==> config.mk <==
export PLATFORM = sky130hd
export DESIGN_NAME = level_filter_clamp_power_regs
export DESIGN_NICKNAME = d
export VERILOG_FILES = /design/src/core/level_regs_pkg.sv /design/src/core/level_filter_clamp_power_regs.sv /design/src/core/level_loop_filter.sv
export SDC_FILE = /design/constraint.sdc
export NUM_CORES = 1
export LEC_CHECK = 0
export ABC_AREA = 1
export BUFFER_PORTS_ARGS = -buffer_cell sky130_fd_sc_hd__buf_2
export CELL_PAD_IN_SITES_DETAIL_PLACEMENT = 1
export CELL_PAD_IN_SITES_GLOBAL_PLACEMENT = 1
export CORE_UTILIZATION = 41
export CTS_CLUSTER_SIZE = 14
export DETAILED_ROUTE_END_ITERATION = 10
export GPL_TIMING_DRIVEN = 0
export PLACE_DENSITY_LB_ADDON = 0.1
export SYNTH_ARGS = -nofsm -noshare
export SYNTH_HDL_FRONTEND = slang
export SYNTH_HIERARCHICAL = 1
export SYNTH_SLANG_ARGS = --single-unit
==> constraint.sdc <==
create_clock -name clk_in -period 3.85 [get_ports clk_in]
set_input_delay 0.385 -clock clk_in [delete_from_list [all_inputs] [get_ports clk_in]]
set_output_delay 0.385 -clock clk_in [all_outputs]
set_load 0.005 [all_outputs]
==> src/core/level_regs_pkg.sv <==
// constants for the level loop filter, clamp and power control register bank
// assumes a classic wishbone slave with byte-index addressing (offset * 4)
//
// Operation
// - a 4-bit vertical coefficient sets the per-line loop gain, 0 is one-line convergence, codes 10 and up give 1/1024.
// - the common-mode offset is applied to the bottom-level clamp only when its enable bit is 1, reset 0.
// - the common-mode offset enable is ignored while the coarse or mid-level clamp is selected.
// - a 2-bit clamp time-constant field runs from 00 longest (reset) to 11 shortest.
// - the green/blue fine clamp enable turns on both channels' fine clamps, reset 1.
// - the red fine clamp enable turns on the red channel's fine clamp, reset 1.
// - reserved bit 2 of the clamp control register resets to 1 and software keeps it at 1, reset 07h.
// - the sync-on-green, slicer, reference and current-control blocks power down when their bit is 1, reset 0.
// - each converter channel powers down when its bit is 1, reset 0.
// - the filtered level is reported as converter output minus 512 in two's complement.
// - the level loop runs only while its enable bit is set, reset 1.
package level_regs_pkg;
    // -------------------------------------------------------------------
    // register indices (byte address is index * 4)
    // -------------------------------------------------------------------
    localparam logic [7:0] IDX_LOOP_ENABLE = 8'h26;
    localparam logic [7:0] IDX_LOOP_FILTER = 8'h28;
    localparam logic [7:0] IDX_FIXED = 8'h29;
    localparam logic [7:0] IDX_CLAMP = 8'h2A;
    localparam logic [7:0] IDX_POWER = 8'h2B;
    localparam logic [7:0] IDX_LEVEL_LO = 8'h40;
    localparam logic [7:0] IDX_LEVEL_HI = 8'h41;

    // -------------------------------------------------------------------
    // reset values
    // -------------------------------------------------------------------
    localparam logic [7:0] RST_LOOP_ENABLE = 8'h80;
    localparam logic [7:0] RST_LOOP_FILTER = 8'hA3;
    localparam logic [7:0] RST_FIXED = 8'h08;
    localparam logic [7:0] RST_CLAMP = 8'h07;
    localparam logic [7:0] RST_POWER = 8'h00;

    // -------------------------------------------------------------------
    // field positions
    // -------------------------------------------------------------------
    localparam int VERT_LSB = 4;
    localparam int VERT_W = 4;
    localparam int HORZ_LSB = 0;
    localparam int HORZ_W = 3;
    localparam int LOOP_EN_BIT = 7;
    localparam int CM_OFS_BIT = 7;
    localparam int TC_LSB = 3;
    localparam int GB_BIT = 1;
    localparam int RED_BIT = 0;
    localparam int PD_SOG_BIT = 6;
    localparam int PD_SLICER_BIT = 5;
    localparam int PD_REF_BIT = 4;
    localparam int PD_CUR_BIT = 3;
    localparam int PD_BLUE_BIT = 2;
    localparam int PD_GREEN_BIT = 1;
    localparam int PD_RED_BIT = 0;

    // -------------------------------------------------------------------
    // level loop arithmetic
    // -------------------------------------------------------------------
    localparam logic [3:0] VERT_MAX_SHIFT = 4'hA;
    localparam logic [9:0] LEVEL_MIDPOINT = 10'h200;
endpackage

==> src/core/level_filter_clamp_power_regs.sv <==
// register bank for level loop filter, fine clamp and power control
// assumes a classic wishbone master; clamp mode selection arrives from
// neighbouring register logic on the same clock
//
// Decided for this implementation: the Wishbone interface to the registers.
`timescale 1ns/1ps
module level_filter_clamp_power_regs
    import level_regs_pkg::*;
(
    input wire logic clk_in,
    input wire logic rst_in,
    input wire logic ce_in,
    input wire logic wb_cyc_in,
    input wire logic wb_stb_in,
    input wire logic wb_we_in,
    input wire logic [9:0] wb_adr_in,
    input wire logic [3:0] wb_sel_in,
    input wire logic [31:0] wb_dat_in,
    output logic [31:0] wb_dat_out,
    output logic wb_ack_out,
    output logic wb_err_out,
    input wire logic coarse_clamp_sel_in,
    input wire logic mid_level_clamp_sel_in,
    input wire logic sample_valid_in,
    input wire logic [9:0] sample_in,
    input wire logic line_update_in,
    output logic [3:0] vertical_filter_coeff_out,
    output logic [2:0] horizontal_filter_taps_out,
    output logic automatic_level_loop_en_out,
    output logic [9:0] level_out,
    output logic common_mode_offset_en_out,
    output logic [1:0] fine_clamp_time_const_out,
    output logic fine_clamp_green_blue_en_out,
    output logic fine_clamp_red_en_out,
    output logic sog_power_down_out,
    output logic slicer_power_down_out,
    output logic reference_power_down_out,
    output logic current_ctrl_power_down_out,
    output logic blue_converter_power_down_out,
    output logic green_converter_power_down_out,
    output logic red_converter_power_down_out
);
    // -------------------------------------------------------------------
    // bus decode
    // -------------------------------------------------------------------
    logic [7:0] loop_enable_r;
    logic [7:0] loop_filter_r;
    logic [7:0] fixed_r;
    logic [7:0] clamp_r;
    logic [7:0] power_r;
    logic ack_r;
    logic err_r;
    logic [31:0] rdata_r;
    logic [9:0] level_w;

    wire req = wb_cyc_in && wb_stb_in && !ack_r && !err_r;
    wire aligned = (wb_adr_in[1:0] == 2'b00);
    wire [7:0] idx = wb_adr_in[9:2];
    wire hit_en = aligned && (idx == IDX_LOOP_ENABLE);
    wire hit_filt = aligned && (idx == IDX_LOOP_FILTER);
    wire hit_fix = aligned && (idx == IDX_FIXED);
    wire hit_clamp = aligned && (idx == IDX_CLAMP);
    wire hit_pow = aligned && (idx == IDX_POWER);
    wire hit_lo = aligned && (idx == IDX_LEVEL_LO);
    wire hit_hi = aligned && (idx == IDX_LEVEL_HI);
    wire hit_any = hit_en | hit_filt | hit_fix | hit_clamp | hit_pow |
                   hit_lo | hit_hi;
    // level words are read-only; writing them is refused
    wire bad = !hit_any || (wb_we_in && (hit_lo || hit_hi));
    wire wr = req && ce_in && wb_we_in && !bad && wb_sel_in[0];

    function automatic logic [7:0] upd(input logic [7:0] cur,
                                       input logic sel);
        upd = (wr && sel) ? wb_dat_in[7:0] : cur;
    endfunction

    wire [7:0] rd_byte = hit_en ? loop_enable_r :
                         hit_filt ? loop_filter_r :
                         hit_fix ? fixed_r :
                         hit_clamp ? clamp_r :
                         hit_pow ? power_r :
                         hit_lo ? level_w[7:0] :
                         hit_hi ? {6'h00, level_w[9:8]} : 8'h00;

    // -------------------------------------------------------------------
    // registers, full 8 bits stored so reserved bits read back
    // -------------------------------------------------------------------
    always_ff @(posedge clk_in) begin
        if (rst_in) begin
            loop_enable_r <= RST_LOOP_ENABLE;
            loop_filter_r <= RST_LOOP_FILTER;
            fixed_r <= RST_FIXED;
            clamp_r <= RST_CLAMP;
            power_r <= RST_POWER;
        end else begin
            loop_enable_r <= upd(loop_enable_r, hit_en);
            loop_filter_r <= upd(loop_filter_r, hit_filt);
            fixed_r <= upd(fixed_r, hit_fix);
            clamp_r <= upd(clamp_r, hit_clamp);
            power_r <= upd(power_r, hit_pow);
        end
    end

    // one wait state, then ack or err for a single cycle
    always_ff @(posedge clk_in) begin
        if (rst_in) begin
            ack_r <= 1'b0;
            err_r <= 1'b0;
            rdata_r <= 32'h00000000;
        end else if (ce_in) begin
            ack_r <= req && !bad;
            err_r <= req && bad;
            rdata_r <= (req && !bad && !wb_we_in) ? {24'h000000, rd_byte}
                                                  : 32'h00000000;
        end
    end

    assign wb_ack_out = ack_r;
    assign wb_err_out = err_r;
    assign wb_dat_out = rdata_r;

    // -------------------------------------------------------------------
    // level loop
    // -------------------------------------------------------------------
    level_loop_filter #(
        .SAMPLE_W(10)
    ) u_loop (
        .clk_in(clk_in),
        .rst_in(rst_in),
        .ce_in(ce_in),
        .enable_in(loop_enable_r[LOOP_EN_BIT]),
        .vert_coeff_in(loop_filter_r[VERT_LSB +: VERT_W]),
        .horz_taps_in(loop_filter_r[HORZ_LSB +: HORZ_W]),
        .sample_valid_in(sample_valid_in),
        .sample_in(sample_in),
        .line_update_in(line_update_in),
        .level_out(level_w)
    );
    assign level_out = level_w;

    // -------------------------------------------------------------------
    // control outputs
    // -------------------------------------------------------------------
    assign vertical_filter_coeff_out = loop_filter_r[VERT_LSB +: VERT_W];
    assign horizontal_filter_taps_out = loop_filter_r[HORZ_LSB +: HORZ_W];
    assign automatic_level_loop_en_out = loop_enable_r[LOOP_EN_BIT];
    // offset only meaningful on the fine bottom-level clamp
    assign common_mode_offset_en_out = clamp_r[CM_OFS_BIT] &&
        !coarse_clamp_sel_in && !mid_level_clamp_sel_in;
    assign fine_clamp_time_const_out = clamp_r[TC_LSB +: 2];
    assign fine_clamp_green_blue_en_out = clamp_r[GB_BIT];
    assign fine_clamp_red_en_out = clamp_r[RED_BIT];
    assign sog_power_down_out = power_r[PD_SOG_BIT];
    assign slicer_power_down_out = power_r[PD_SLICER_BIT];
    assign reference_power_down_out = power_r[PD_REF_BIT];
    assign current_ctrl_power_down_out = power_r[PD_CUR_BIT];
    assign blue_converter_power_down_out = power_r[PD_BLUE_BIT];
    assign green_converter_power_down_out = power_r[PD_GREEN_BIT];
    assign red_converter_power_down_out = power_r[PD_RED_BIT];
endmodule

==> src/core/level_loop_filter.sv <==
// per-line level loop: running average of samples, then a vertical filter
// assumes samples and line strobe come from logic on the same clock
`timescale 1ns/1ps
module level_loop_filter
    import level_regs_pkg::*;
#(
    parameter int SAMPLE_W = 10
) (
    input wire logic clk_in,
    input wire logic rst_in,
    input wire logic ce_in,
    input wire logic enable_in,
    input wire logic [3:0] vert_coeff_in,
    input wire logic [2:0] horz_taps_in,
    input wire logic sample_valid_in,
    input wire logic [SAMPLE_W-1:0] sample_in,
    input wire logic line_update_in,
    output logic [9:0] level_out
);
    // the averaging and readback paths are sized for ten-bit samples
    if (SAMPLE_W != 10) begin : g_width_check
        $error("sample width must be 10");
    end

    // -------------------------------------------------------------------
    // horizontal running average
    // -------------------------------------------------------------------
    logic [17:0] hsum_r;
    logic [8:0] hcount_r;
    logic [9:0] havg_r;
    logic have_avg_r;
    logic [24:0] acc_r;
    logic [3:0] vshift;
    wire [8:0] taps = 9'(9'h002 << horz_taps_in);
    wire hdone = sample_valid_in && (hcount_r + 9'h001 == taps);
    wire [17:0] hsum_next = hsum_r + 18'(sample_in);
    // shift amount widened so the 256-tap code does not wrap to zero
    wire [9:0] hsum_avg = 10'(hsum_next >> ({1'b0, horz_taps_in} + 4'h1));

    // codes above ten all saturate at 1/1024
    assign vshift = (vert_coeff_in > VERT_MAX_SHIFT) ? VERT_MAX_SHIFT
                                                     : vert_coeff_in;
    // accumulator holds level scaled by 2^15 so state survives coeff changes
    wire [24:0] target = {havg_r, 15'h0000};
    wire signed [25:0] diff = $signed({1'b0, target}) -
                              $signed({1'b0, acc_r});
    wire signed [25:0] step = diff >>> vshift;
    wire [9:0] level_abs = acc_r[24:15];

    always_ff @(posedge clk_in) begin
        if (rst_in) begin
            hsum_r <= 18'h00000;
            hcount_r <= 9'h000;
            havg_r <= 10'h000;
            have_avg_r <= 1'b0;
        end else if (ce_in && enable_in && sample_valid_in) begin
            if (hdone) begin
                havg_r <= hsum_avg;
                have_avg_r <= 1'b1;
                hsum_r <= 18'h00000;
                hcount_r <= 9'h000;
            end else begin
                hsum_r <= hsum_next;
                hcount_r <= hcount_r + 9'h001;
            end
        end
    end

    // -------------------------------------------------------------------
    // vertical filter, once per line
    // -------------------------------------------------------------------
    always_ff @(posedge clk_in) begin
        if (rst_in) begin
            acc_r <= 25'h0000000;
            // empty accumulator reads as zero minus the midpoint
            level_out <= LEVEL_MIDPOINT;
        end else if (ce_in) begin
            // coefficient sampled only here, accumulator kept
            if (enable_in && line_update_in && have_avg_r) begin
                acc_r <= 25'($signed({1'b0, acc_r}) + step);
            end
            level_out <= level_abs - LEVEL_MIDPOINT;
        end
    end
endmodule

==> impl_metrics.env <==
export IMPL_crit_top_cell="nand2_1"
export IMPL_clock_skew_ns=0.0229
export IMPL_slew_viol_final=0
export IMPL_port_buffers=78
export IMPL_syn_to_final_growth_pct=29.5
export IMPL_startpoint_type="flip-flop"
export IMPL_worst_slack_ns=-0.0614
export IMPL_avgRoutedWirePerCell_um=19.8
export IMPL_synth_seq_cells=123
export IMPL_p_int_uw=2350
export IMPL_ant_nets=0
export IMPL_ys_flop_type="dfxtp_1"
export IMPL_combPwrFrac=0.091
export IMPL_ys_seq_area_frac=0.240
export IMPL_start_util=0.420
export IMPL_cts_sinks=123
export IMPL_yosys_area_share_simple=0.382
export IMPL_vias_per_cell=5.60
export IMPL_finish_utilization=0.544
export IMPL_worst_endpoint_required_ns=4.15
export IMPL_seqPwrFrac=0.398
export IMPL_synth_async_sr_flop_share=0
export IMPL_die_area_um2=25600
export IMPL_setup_violations=5
export IMPL_placed_area_um2=11100
export IMPL_cts_inserted_buffers=17
export IMPL_worstPathArrival_ns=4.21
export IMPL_pre_cts_ws_ns=-0.844
export IMPL_syn_instance_count=1664
export IMPL_grt_total_usage=0.311
export IMPL_synth_fa_ha_area_frac=0.0613
export IMPL_max_slew_margin_rel=0.470
export IMPL_synth_xor_area_frac=0.0374
export IMPL_grt_max_degree=17
export IMPL_crit_path_max_incr_delay_ns=0.35
export IMPL_rows=57
export IMPL_gr_total_overflow=0
export IMPL_layout_nets=1948
export IMPL_rsz0062_at_grt="yes"
export IMPL_p_leak_uw=0.00626
export IMPL_final_area_um2=13300
export IMPL_initialDrtViolationCount=655
export IMPL_clock_fmax_mhz=256
export IMPL_crit_fanout=4
export IMPL_path_class="reg -> reg"
export IMPL_synth_top_family_by_area="simple AND/OR/NAND/NOR gates"
export IMPL_cts_root_buf="clkbuf_16"
export IMPL_fillers=3301
export IMPL_die_w_um=160
export IMPL_wl_um=43000
export IMPL_hpwlAfterDp_um=30800
export IMPL_period_share=1.02
export IMPL_antenna_cells=0
export IMPL_fin_crit_ns=3.91
export IMPL_htreeDepth=4
export IMPL_synth_area_per_cell_um2=6.15
export IMPL_dpl_cell_count=2089
export IMPL_syn_area_um2=10200
export IMPL_layout_drive_gt1_share=0.263
export IMPL_grt_first_pass_wirelength_um=63100
export IMPL_hold_class="in -> reg"
export IMPL_powerDensity_nw_per_um2=245
export IMPL_power_share_clock=0.511
export IMPL_cp_slowest_cell="dfxtp_2"
export IMPL_synth_compound_area_frac=0.162
export IMPL_final_cell_mix="nand2_1, nand3_1, nor2_1"
export IMPL_yosysUniqueCellTypes=53
export IMPL_finalHoldViolCount=0
export IMPL_routabilityCongestion=0.924
export IMPL_switchingPower_uw=905
export IMPL_end_kind="flip-flop"
export IMPL_final_common_cell="nand2_1"
export IMPL_synth_edf_count=0
export IMPL_drv_cap=0
export IMPL_clock_tree_buffer_depth=2
export IMPL_tightest_slew_ns=0.794
export IMPL_vias=12154
export IMPL_yosysWarningCount=6
export IMPL_drc=0
export IMPL_io_pins=130
export IMPL_clk_pin_slew_ns=0.06
export IMPL_violations="negative setup slack"
export IMPL_clkLatencyLatePin_ns=0.43
export IMPL_ir_drop_mv=0.252
export IMPL_outcome="finished with violations"
export IMPL_switching_share=0.278
export IMPL_cts_tree="built"
export IMPL_antenna_found_initial=0
export IMPL_yosys_mux_area_fraction=0.00196
export IMPL_die_h_um=160
export IMPL_fin_cells=2170
export IMPL_first_global_vias=11909
export IMPL_drtPass1Iterations=5
export IMPL_coreArea_um2=24400
area by class of cell:
type | instances | area (um2) | area share
Tap cell | 324 | 405 | 0.0306
Clock buffer | 18 | 429 | 0.0324
Timing Repair Buffer | 127 | 762 | 0.0574
Inverter | 171 | 654 | 0.0493
Buffer | 90 | 539 | 0.0407
Clock inverter | 14 | 158 | 0.0119
Multi-Input combinational cell | 1303 | 7820 | 0.589
Sequential cell | 123 | 2500 | 0.188
through the flow:
stage	total power, uW	hold WS [ns]	setup TNS (ns)
6_report	3250	0.187	-0.140
5_1_grt	3360	0.210	-2.37
4_1_cts	3270	0.188	0
3_5_place_dp	1620	0.448	-6.89
3_3_place_gp	1610	0.447	-6.31
2_1_floorplan	1510	0.421	0
cell families after synthesis:
group,count (synthesis)
and+or+nand+nor,889
AOI/OAI and AO/OA,297
buffers and inverters,261
DFF,123
adders and majority gates,49
xor gates and xnor gates,42
muxes,2
other,1
registers in the layout, indices dropped and copies added (netlist names):
register           flops
wb_err_out             1
wb_ack_out             1
u_loop/acc_r          25
wb_dat_out             8
power_r                8
u_loop/level_out      10
u_loop/havg_r         10
u_loop/hcount_r        9
u_loop/hsum_r         18
clamp_r                8
loop_enable_r          8
fixed_r                8
u_loop/have_avg_r      1
loop_filter_r          8
routing by layer:
layer,global-route usage,vias up,part of all wire
met5,0,-,0
met4,0.158,0,0.059
met3,0.0317,133,0.036
met2,0.560,357,0.50
met1,0.364,5834,0.41
li1,-,5830,-
worst paths after layout:
check                    from                to  slack [ns]  cells after the start
min              wb_dat_in[2]        clamp_r[2]        0.19                      3
min reg2reg        fixed_r[3]        fixed_r[3]        0.46                      2
max reg2reg  u_loop/acc_r[15]  u_loop/acc_r[19]       -0.06                     26
max          u_loop/acc_r[15]  u_loop/acc_r[19]       -0.06                     26
critical path: cells and delay by family (launching register included):
family | cells | cell delay, ns
AOI/OAI and AO/OA | 7 | 1.23
xor gates and xnor gates | 2 | 0.29
adders and majority gates | 2 | 0.54
buffers and inverters | 5 | 0.46
DFF | 1 | 0.35
and+or+nand+nor | 10 | 0.91
Yosys cell counts (4+ instances only):
library cell  count  area [um2]
nand3b_1          8        60.1
o21bai_1          4        30.0
dfxtp_1         123        2460
nand3_1         208        1040
nor3_1           22         110
nand3_2           6        60.1
nor2_2            7        43.8
inv_2            10        37.5
buf_6             6        67.6
buf_4            34         255
o21ai_0          76         380
or2_2            10        62.6
a21o_1            8        60.1
a21oi_2           6        52.6
xor2_1           27         236
ha_1             47         588
a31oi_1          12        75.1
o21ai_1          11        55.1
nor2_1          160         601
a21oi_1         145         726
o211ai_1          9        67.6
nand2_2           5        31.3
clkinv_1          4        15.0
nor2_4            7        78.8
xnor2_1          13         114
o21a_1            6        45.0
nor4_1            5        31.3
buf_2            11        55.1
nand2_1         417        1570
clkbuf_1         30         113
buf_1             9        33.8
nand4_1          29         181
a211oi_1          6        45.0
inv_1           157         589
power by group through the flow:
stage                     Sequential [uW]  Combinational [uW]  Clock, uW
final                                1300                 296       1660
after detailed placement             1330                 288          0
after CTS                            1300                 290       1680
after global routing                 1300                 324       1740
after floorplan                      1320                 188          0
after global placement               1330                 282          0
what timing repair did:
item                                    in CTS  in global routing
pin swaps                                   27                 78
gates resized for setup                    102                204
endpoints found under the setup margin      17                 17
hold buffers                                 0                  0
setup buffers                               16                 33
(Power assumes the default switching activity.)
